### config.mk
export PLATFORM = sky130hd
export DESIGN_NAME = acr_top
export DESIGN_NICKNAME = d
export VERILOG_FILES = /design/src/pkg/acr_pkg.sv /design/src/pkg/acr_sar_if.sv /design/src/design/acr_sar.sv /design/src/design/acr_top.sv
export VERILOG_INCLUDE_DIRS = /design/src /design/src/pkg
export SDC_FILE = /design/constraint.sdc
export NUM_CORES = 1
export LEC_CHECK = 0
export BUFFER_PORTS_ARGS = -buffer_cell sky130_fd_sc_hd__buf_2
export CAP_MARGIN = 40
export CELL_PAD_IN_SITES_DETAIL_PLACEMENT = 1
export CELL_PAD_IN_SITES_GLOBAL_PLACEMENT = 2
export CORE_MARGIN = 2
export CORE_UTILIZATION = 36
export DETAILED_ROUTE_END_ITERATION = 8
export PLACE_DENSITY = 0.74
export SETUP_SLACK_MARGIN = 0.4
export SYNTH_ARGS = -nofsm -noshare
export SYNTH_HDL_FRONTEND = slang
export SYNTH_HIERARCHICAL = 1
export SYNTH_SLANG_ARGS = --single-unit
### constraint.sdc
create_clock -name clk -period 2.33 [get_ports clk]
set_input_delay 0.3495 -clock clk [delete_from_list [all_inputs] [get_ports clk]]
set_output_delay 0.3495 -clock clk [all_outputs]
set_load 0.05 [all_outputs]
### src/pkg/acr_consts.svh
`ifndef ACR_CONSTS_SVH
`define ACR_CONSTS_SVH

`define ACR_CLK_MHZ          50
`define ACR_PWRUP_NS         1500
`define ACR_PWRUP_CYC        ((`ACR_PWRUP_NS * `ACR_CLK_MHZ) / 1000)
`define ACR_CONV_NS          4500
`define ACR_CONV_CYC         ((`ACR_CONV_NS * `ACR_CLK_MHZ) / 1000)
`define ACR_CNT_W            8
`define ACR_RES_W            8
`define ACR_RES_RST          8'h00

`endif

### src/pkg/acr_pkg.sv
package acr_pkg;
    typedef enum logic [1:0] {
        ACR_DOWN  = 2'b00,
        ACR_PWRUP = 2'b01,
        ACR_IDLE  = 2'b11,
        ACR_CONV  = 2'b10
    } acr_state_t;
endpackage

### src/pkg/acr_sar_if.sv
`timescale 1ns/1ps
`default_nettype none
interface acr_sar_if;
    logic       start;
    logic [7:0] sample;
    logic       done;
    logic [7:0] code;
    modport ctrl (output start, output sample, input done, input code);
    modport sar  (input start, input sample, output done, output code);
endinterface
`default_nettype wire

### src/design/acr_sar.sv
`timescale 1ns/1ps
`default_nettype none
`include "acr_consts.svh"
// successive approximation: one bit per step, msb first, straight binary code
module acr_sar (
    input  wire logic      clk,
    input  wire logic      rst,
    acr_sar_if.sar         bus
);
    localparam logic [`ACR_CNT_W-1:0] STEP_CYC = `ACR_CNT_W'(`ACR_CONV_CYC / 9);

    logic [7:0]            trial_r;
    logic [7:0]            bit_r;
    logic [7:0]            held_r;
    logic [`ACR_CNT_W-1:0] cnt_r;
    logic                  run_r;

    always_ff @(posedge clk or posedge rst) begin
        if (rst) begin
            trial_r  <= 8'h00;
            bit_r    <= 8'h00;
            held_r   <= 8'h00;
            cnt_r    <= '0;
            run_r    <= 1'b0;
            bus.done <= 1'b0;
            bus.code <= `ACR_RES_RST;
        end else begin
            bus.done <= 1'b0;
            if (bus.start) begin
                held_r  <= bus.sample;
                trial_r <= 8'h80;
                bit_r   <= 8'h80;
                cnt_r   <= '0;
                run_r   <= 1'b1;
            end else if (run_r) begin
                if (cnt_r == STEP_CYC - `ACR_CNT_W'(1)) begin
                    cnt_r <= '0;
                    // drop the trial bit if it overshoots the held input
                    if (trial_r > held_r) begin
                        trial_r <= (trial_r & ~bit_r) | (bit_r >> 1);
                    end else begin
                        trial_r <= trial_r | (bit_r >> 1);
                    end
                    bit_r <= bit_r >> 1;
                    if (bit_r == 8'h01) begin
                        run_r    <= 1'b0;
                        bus.done <= 1'b1;
                        bus.code <= (trial_r > held_r) ? (trial_r & ~bit_r) : trial_r;
                    end
                end else begin
                    cnt_r <= cnt_r + `ACR_CNT_W'(1);
                end
            end
        end
    end
endmodule
`default_nettype wire

### src/design/acr_top.sv
`timescale 1ns/1ps
`default_nettype none
`include "acr_consts.svh"
// Summary of operation
// - rising convert_start_n edge starts a 1.5 us internal power-up pulse
// - falling edge converts only after that pulse ends, else waits for it
// - at conversion end, convert_start_n level decides power-down or stay up
// - result drives the bus only while chip select and read are both low
// - busy is high throughout each conversion and low otherwise
// - result is eight three-state bits, zero through seven
// - busy rises on falling convert_start_n, or at power-up end for a fall seen during the pulse, and falls at conversion end
// - each conversion completes within 4.5 us, then result is readable
// - result is straight unsigned binary, one step per reference over 256
// - after reset the block is powered down until a rising convert_start_n
module acr_top (
    input  wire logic       clk,
    input  wire logic       rst,
    input  wire logic       convert_start_n,
    input  wire logic       cs_n,
    input  wire logic       rd_n,
    input  wire logic [7:0] analog_in,
    output logic            busy,
    output logic [7:0]      result_bus_o,
    output logic [7:0]      result_bus_oe,
    output logic            powered
);
    localparam logic [`ACR_CNT_W-1:0] PWRUP_CYC = `ACR_CNT_W'(`ACR_PWRUP_CYC);

    acr_sar_if sar_bus ();

    acr_sar u_sar (
        .clk (clk),
        .rst (rst),
        .bus (sar_bus)
    );

    // pins come from the host's domain
    logic [1:0] cs_sync_r;
    logic [1:0] cs_meta_r;
    logic       cs_prev_r;
    logic [1:0] rd_meta_r;
    logic [7:0] ain_meta_r;
    logic [7:0] ain_r;

    // history resets low, matching the start pin held low through reset
    always_ff @(posedge clk or posedge rst) begin
        if (rst) begin
            cs_sync_r <= 2'b00;
            cs_prev_r <= 1'b0;
        end else begin
            cs_sync_r <= {cs_sync_r[0], convert_start_n};
            cs_prev_r <= cs_sync_r[1];
        end
    end

    // select and read idle high, so the bus stays released through reset
    always_ff @(posedge clk or posedge rst) begin
        if (rst) begin
            cs_meta_r <= 2'b11;
            rd_meta_r <= 2'b11;
        end else begin
            cs_meta_r <= {cs_meta_r[0], cs_n};
            rd_meta_r <= {rd_meta_r[0], rd_n};
        end
    end

    // stand-in input word; the host must hold it steady around a start
    always_ff @(posedge clk or posedge rst) begin
        if (rst) begin
            ain_meta_r <= 8'h00;
            ain_r      <= 8'h00;
        end else begin
            ain_meta_r <= analog_in;
            ain_r      <= ain_meta_r;
        end
    end

    logic start_lvl;
    logic start_rise;
    logic start_fall;
    assign start_lvl  = cs_sync_r[1];
    assign start_rise = start_lvl & ~cs_prev_r;
    assign start_fall = ~start_lvl & cs_prev_r;

    acr_pkg::acr_state_t   state_r;
    logic [`ACR_CNT_W-1:0] pw_cnt_r;
    logic                  pw_done;
    logic                  pend_r;
    logic                  go;

    // a fall seen during the power-up pulse is remembered, not dropped
    assign go = (state_r == acr_pkg::ACR_IDLE) && (start_fall || pend_r);
    assign pw_done = (pw_cnt_r == PWRUP_CYC - `ACR_CNT_W'(1));

    // counter idles at zero, so every entry to power-up gets the full pulse
    always_ff @(posedge clk or posedge rst) begin
        if (rst) begin
            pw_cnt_r <= '0;
        end else if (state_r != acr_pkg::ACR_PWRUP) begin
            pw_cnt_r <= '0;
        end else if (!pw_done) begin
            pw_cnt_r <= pw_cnt_r + `ACR_CNT_W'(1);
        end
    end

    always_ff @(posedge clk or posedge rst) begin
        if (rst) begin
            state_r <= acr_pkg::ACR_DOWN;
        end else begin
            case (state_r)
                acr_pkg::ACR_DOWN: begin
                    if (start_rise) begin
                        state_r <= acr_pkg::ACR_PWRUP;
                    end
                end
                acr_pkg::ACR_PWRUP: begin
                    if (pw_done) begin
                        state_r <= acr_pkg::ACR_IDLE;
                    end
                end
                acr_pkg::ACR_IDLE: begin
                    if (go) begin
                        state_r <= acr_pkg::ACR_CONV;
                    end else if (start_rise) begin
                        state_r <= acr_pkg::ACR_PWRUP;
                    end
                end
                acr_pkg::ACR_CONV: begin
                    if (sar_bus.done) begin
                        // sampled level picks power-down or high-speed mode
                        state_r <= start_lvl ? acr_pkg::ACR_IDLE
                                             : acr_pkg::ACR_DOWN;
                    end
                end
                default: state_r <= acr_pkg::ACR_DOWN;
            endcase
        end
    end

    always_ff @(posedge clk or posedge rst) begin
        if (rst) begin
            pend_r <= 1'b0;
        end else if (go || state_r == acr_pkg::ACR_DOWN) begin
            pend_r <= 1'b0;
        end else if (start_fall && state_r == acr_pkg::ACR_PWRUP) begin
            pend_r <= 1'b1;
        end
    end

    always_ff @(posedge clk or posedge rst) begin
        if (rst) begin
            sar_bus.start <= 1'b0;
        end else begin
            sar_bus.start <= go;
        end
    end

    // the converter latches this only on its start strobe
    always_ff @(posedge clk or posedge rst) begin
        if (rst) begin
            sar_bus.sample <= 8'h00;
        end else begin
            sar_bus.sample <= ain_r;
        end
    end

    always_ff @(posedge clk or posedge rst) begin
        if (rst) begin
            busy <= 1'b0;
        end else if (go) begin
            busy <= 1'b1;
        end else if (sar_bus.done) begin
            busy <= 1'b0;
        end
    end

    always_ff @(posedge clk or posedge rst) begin
        if (rst) begin
            powered <= 1'b0;
        end else begin
            powered <= (state_r != acr_pkg::ACR_DOWN);
        end
    end

    // last completed code, held until the next conversion ends
    logic [7:0] result_r;

    always_ff @(posedge clk or posedge rst) begin
        if (rst) begin
            result_r <= `ACR_RES_RST;
        end else if (sar_bus.done) begin
            result_r <= sar_bus.code;
        end
    end

    // both strobes seen low after their synchronisers
    logic sel_rd;
    assign sel_rd = ~cs_meta_r[1] & ~rd_meta_r[1];

    always_ff @(posedge clk or posedge rst) begin
        if (rst) begin
            result_bus_o <= 8'h00;
        end else begin
            result_bus_o <= result_r;
        end
    end

    // two-flop sync adds latency; a read strobe must last a few clocks
    always_ff @(posedge clk or posedge rst) begin
        if (rst) begin
            result_bus_oe <= 8'h00;
        end else begin
            result_bus_oe <= {8{sel_rd}};
        end
    end
endmodule
`default_nettype wire

==> flow_summary.toml, run 1 <==
[outcome]
status = "complete, no violations"

[critical_path]
path_cells = "inv_1 -> ha_1 -> nand4b_1 -> or4_4 -> nor4_4 -> buf_6 -> mux2_2"
max_stage_delay_ns = 0.47
critPathArrivalTime_ns = 2.25
required_ns = 2.57
critPathLaunchType = "register"
path_max_fanout = 5
crit_slowest_cell = "or4_4"
crit_type = "reg2reg"
worstSetupEndpointType = "register"

[routing]
vias = 2610
wl_per_cell_um = 14.8
topRoutingLayerUsed = "met4"
dr_wl_met2_um = 3830
vias_per_cell = 4.85
drtIter0Drc = 126
met3_length_um = 306
drc = 0
wl_met1_um = 3740
drt_wl_total_um = 7970
ant_nets = 0
drtPass1Iterations = 4

[yosys]
yosys_most_used_dff = "dfrtp_1"
syn_inst = 350
async_reset_ff_share_pct = 100
ys_types = 45
synth_area_um2 = 4110
synth_edf_count = 0
syn_avg_cell_area_um2 = 11.7
yosys_warnings = 6
syn_nets = 375
yosysSeqAreaShare_pct = 63.5
synth_seq_cells = 104

[sta]
worstMarginPinSlew_ns = 0.689
setup_viol = 0
maxSlewHeadroom_pct = 53.7
max_freq_ghz = 0.497
whs_ns = 0.0891
hold_viol = 0
fin_ws_ns = 0.320
setup_tns_ns = 0
skew_ns = 0.0119
min_period_ns = 2.01
slew_violations = 0
finalCritPeriodShare_pct = 86.3
rsz0062_at_grt = "yes"

[floorplan]
rows = 39
io_pins = 31
die_y_um = 111
coreArea_um2 = 11300
dieArea_um2 = 12300
initial_core_util_pct = 36.4
chipWidth_um = 111

[grt]
grt_overflow = 0
grt_max_degree = 43
grt_antenna_before_repair = 0
grt_pass1_wl_um = 13600
gr-usage-all-layers_pct = 14.3
first_global_vias = 2706

[layout]
nets = 415
diodes = 0
post-route-util_pct = 42.4
n_fill_cell = 1236
syn2layout_area_growth_pct = 16.4
drive_gt1_share_pct = 25.1
final_cells = 538

[power]
p_per_area_nw_per_um2 = 967
total_leakage_power_nw = 2.27
ir_drop_v = 0.000815

[place]
pre_cts_slack_ns = 0.252
detailed_place_hpwl_um = 5390
post-place-cells = 512
gp_congestion = 0.775
port_buffers = 30

[run]
drv_cap = 0

[cts]
clock_latency_ns = 0.35
cts_buffer_depth = 2
cts.clk_slew.worst_paths_ns = 0.07
h-tree-depth = 3
clock-sinks = 104
hold_buffers = 0
cts_tree = "yes"
cts_root_buffer = "clkbuf_16"
cts_buffers = 9

[worst_hold_path]
worstHoldPathType = "in2async"
-- worst max-delay path, delay by kind of cell, from the launching register on --
family	cells	cell delay (ns)
AND/OR/NAND/NOR	3	0.83
adder cells (fa/ha/maj)	1	0.13
multiplexers	1	0.33
buffers and inverters	2	0.22
flip-flops	1	0.38
-- flip-flops by register name (all words and copies together) (netlist names), 2 cells and up --
signal and cells:
ain_meta_r 8, ain_r 8, cs_meta_r 2, cs_sync_r 2
pw_cnt_r 8, rd_meta_r 2, result_bus_o 8, result_r 8
sar_bus.sample 8, state_r 2, u_sar/bit_r 8, u_sar/bus.code 8
u_sar/cnt_r 8, u_sar/held_r 8, u_sar/trial_r 8
-- routing by layer --
layer  vias to the layer above  GRT usage (%)
met1                      1311           18.4
met4                         0           5.00
li1                       1246              -
met2                        44           22.7
met5                         -              0
met3                         9           4.92
-- path summary, 6_finish.rpt --
kind	from	to	slack, ns	depth (start not counted)
worst max-delay path	u_sar/cnt_r[1]$_DFFE_PP0P_	u_sar/bus.code[2]$_DFFE_PP0P_	0.32	7
worst min-delay path	rst	result_bus_o[3]$_DFF_PP0_	0.09	3
worst max register to register	u_sar/cnt_r[1]$_DFFE_PP0P_	u_sar/bus.code[2]$_DFFE_PP0P_	0.32	7
worst min register to register	ain_r[3]$_DFF_PP0_	sar_bus.sample[3]$_DFF_PP0_	0.35	0
max in group asynchronous	rst	u_sar/trial_r[1]$_DFFE_PP0P_	1.76	3
min in group clk	rd_n	rd_meta_r[0]$_DFF_PP1_	0.10	1
-- through the flow --
step / total power, mW / instance area [um2]
after floorplan: 2.90 / 4120
after global placement: 3.11 / 4390
after detailed placement: 3.15 / 4390
after CTS: 4.68 / 4770
after global routing: 4.92 / 4780
final: 4.62 / 4780
-- layout by cell type, fill, tap and decap left out, types with 5 or more instances in the layout --
cell / Yosys / layout
o21a_1: 8 / 8
dfrtp_1: 100 / 99
buf_2: 1 / 30
mux2_2: 16 / 14
clkbuf_16: 0 / 9
buf_4: 8 / 18
o21ai_0: 13 / 12
nand2b_1: 8 / 8
ha_1: 12 / 12
xor2_1: 5 / 5
nor2_1: 26 / 26
inv_1: 19 / 18
a21oi_1: 29 / 28
nand3_1: 6 / 6
nand2_1: 43 / 42
-- layout make-up --
class                           count  area [um2]  share of cell area, %
Clock buffer                       10         239                   5.00
Clock inverter                      6        43.8                  0.916
Inverter                           19        71.3                   1.49
Multi-Input combinational cell    207        1340                   28.1
Sequential cell                   104        2610                   54.6
Tap cell                          143         179                   3.74
Timing Repair Buffer               49         297                   6.20
-- synth_stat cells, types with 2 or more instances --
master / instances / share of area, %
nor3_1: 4 / 0.49
xor2_1: 5 / 1.1
nor3b_1: 2 / 0.37
o21a_1: 8 / 1.5
o21ai_0: 13 / 1.6
a21o_1: 2 / 0.37
nor2_1: 26 / 2.4
buf_1: 2 / 0.18
or3_1: 2 / 0.30
nand3_1: 6 / 0.73
xnor2_1: 4 / 0.85
ha_1: 12 / 3.7
a21oi_1: 29 / 3.5
inv_1: 19 / 1.7
o2111ai_1: 2 / 0.43
nand4_1: 2 / 0.30
buf_4: 8 / 1.5
dfstp_2: 4 / 2.6
nor4_1: 4 / 0.61
dfrtp_1: 100 / 61
nand2_1: 43 / 3.9
clkbuf_1: 8 / 0.73
nand2b_1: 8 / 1.2
mux2_2: 16 / 4.4
-- cell families after synthesis --
kind of cell	synth area share (%)
DFF	63.5
buffers and inverters	4.51
AOI/OAI and AO/OA	8.17
adders and majority gates	3.66
muxes	4.63
xor gates and xnor gates	1.92
and+or+nand+nor	13.6
-- power breakdown --
group          internal (mW)  switching, mW  leakage [nW]  total [mW]
combinational          0.382          0.586         0.803       0.968
clock                  0.757          0.675         0.139        1.43
sequential              2.03          0.193          1.33        2.22
total                   3.17           1.45          2.27        4.62
-- timing repair --
action	in CTS	in global routing
gates cloned	1	0
endpoints found under the setup margin	16	17
gates resized for setup	9	1
pin swaps	4	8
setup buffers	8	1
(Power assumes the default switching activity.)
==> run 2, diff against run 1 <==
- CORE_MARGIN: 2 -> unset
==> run 2 against run 1 <==
Compared with the run above: sequential power is essentially flat; largest cell class unchanged; cell count fell by 0.56%; core utilization grew 0.87 points; flip-flop and latch count unchanged; die area shrank 3.6%; maximum frequency is 1.2% lower; first-iteration DRC count down 41%; highest routed layer unchanged; power shrank 1.1%; critical path depth unchanged; critical endpoint unchanged; cell area down 0.58%; register-to-register slack worse by 0.02 ns.
==> flow_summary.toml, run 2 (synthesis gave the netlist of run 1 again) <==
[outcome]
status = "complete, no violations"

[place]
post-place-cells = 508
pre_cts_slack_ns = 0.281
port_buffers = 30
gp_congestion = 0.752
detailed_place_hpwl_um = 5210
dpl-instance-area_um2 = 4380

[critical_path]
worstSetupEndpointType = "register"
crit_buf_inv = 2
cp.depth = 7
reg2reg_to = "u_sar/bus.code[2]$_DFFE_PP0P_"
critPathArrivalTime_ns = 2.28
required_ns = 2.57
r2r_start = "u_sar/cnt_r[1]$_DFFE_PP0P_"
path_cells = "inv_1 -> ha_1 -> nand4b_1 -> or4_4 -> nor4_4 -> buf_4 -> mux2_2"
ff2ff_path_depth = 7
worstSetupStartpoint = "u_sar/cnt_r[1]$_DFFE_PP0P_"
path_max_fanout = 4
max_stage_delay_ns = 0.47
critPathLaunchType = "register"
crit_type = "reg2reg"
crit_end = "u_sar/bus.code[2]$_DFFE_PP0P_"
crit_slowest_cell = "or4_4"
rrSetupSlack_ns = 0.30
cp_top_family = "simple AND/OR/NAND/NOR gates"

[layout]
syn2layout_area_growth_pct = 15.8
final_cells = 535
design_area_um2 = 4750
n_fill_cell = 1224
mostFrequentLayoutCell = "dfrtp_1"
drive_gt1_share_pct = 24.1
final_cell_mix = "dfrtp_1 (100), nand2_1 (42), buf_2 (30)"
post-route-util_pct = 43.3
nets = 415
diodes = 0

[routing]
drc = 0
drtIter0Drc = 74
vias_per_cell = 4.84
ant_nets = 0
wl_per_cell_um = 14.6
vias = 2589
drt_wl_total_um = 7840
drtPass1Iterations = 4

[sta]
rsz0062_at_grt = "yes"
worstMarginPinSlew_ns = 0.689
hold_viol = 0
skew_ns = 0.00851
maxSlewHeadroom_pct = 53.7
slew_violations = 0
min_period_ns = 2.03
finalCritPeriodShare_pct = 87.3
whs_ns = 0.0855
setup_viol = 0
fin_ws_ns = 0.295
setup_tns_ns = 0
max_freq_ghz = 0.491

[floorplan]
coreArea_um2 = 11000
rows = 38
die_y_um = 109
dieArea_um2 = 11800
initial_core_util_pct = 37.4
chipWidth_um = 109
io_pins = 31

[cts]
clock-sinks = 104
clock_latency_ns = 0.35
cts_root_buffer = "clkbuf_16"
cts_buffer_depth = 2
h-tree-depth = 3
hold_buffers = 0
cts.clk_slew.worst_paths_ns = 0.07
cts_buffers = 9
cts_tree = "yes"

[grt]
grt_antenna_before_repair = 0
grt_max_degree = 43
gr-usage-all-layers_pct = 15.4
grt_pass1_wl_um = 13500
grt_overflow = 0
first_global_vias = 2676

[worst_hold_path]
worstHoldPathType = "in2async"

[power]
finalPower_mw = 4.57
ir_drop_v = 0.000522
total_leakage_power_nw = 2.25
p_per_area_nw_per_um2 = 962

[run]
drv_cap = 0
[run 2: cell count changes in the layout (fill, tap and decap cells not counted), sizes merged]
cell,change
clkinv,-1
inv,-1
clkbuf,+1
clkinvlp,+1
[run 2: what timing repair did]
item	in CTS	in global routing
setup endpoints to repair	16	19
gates cloned	1	0
resized for setup	5	0
pin swaps	7	3
setup buffers	8	2
[run 2: area by class of cell]
type                       instances  area, um2  share of cell area (%)
inverter                          19       71.3                    1.50
timing repair buffer              49        297                    6.24
clock buffer                      11        233                    4.90
multi-input combinational        207       1340                    28.1
clock inverter                     5       33.8                   0.711
sequential                       104       2610                    54.9
tap                              140        175                    3.69
[run 2: worst min-delay path by stage]
stage,from,endpoint,slack (ns)
6_report,rst,pw_cnt_r[1]$_DFFE_PP0P_,0.09
5_1_grt,cs_n,cs_meta_r[0]$_DFF_PP1_,0.08
4_1_cts,rd_n,rd_meta_r[0]$_DFF_PP1_,0.08
3_5_place_dp,ain_r[4]$_DFF_PP0_,sar_bus.sample[4]$_DFF_PP0_,0.34
3_3_place_gp,cs_sync_r[0]$_DFF_PP0_,cs_sync_r[1]$_DFF_PP0_,0.33
2_1_floorplan,ain_meta_r[0]$_DFF_PP0_,ain_r[0]$_DFF_PP0_,0.33
[run 2: layer usage]
metal / wire length [um] / up-vias / track usage (%)
li1: - / 1246 / -
met2: 3770 / 37 / 24.8
met1: 3670 / 1296 / 19.1
met4: 121 / 0 / 5.02
met3: 277 / 10 / 5.56
met5: 0 / - / 0
[run 2: where the power goes]
part	internal [mW]	leakage, nW	total [mW]	switching, mW
registers	2.03	1.33	2.22	0.188
logic	0.396	0.800	0.979	0.583
clock network	0.723	0.126	1.38	0.654
[run 2: worst register-to-register path, cell delays in order, from the launching register on]
cell and delay, ns:
dfrtp_1 0.38, inv_1 0.06, ha_1 0.14, nand4b_1 0.14
or4_4 0.47, nor4_4 0.21, buf_4 0.20, mux2_2 0.32
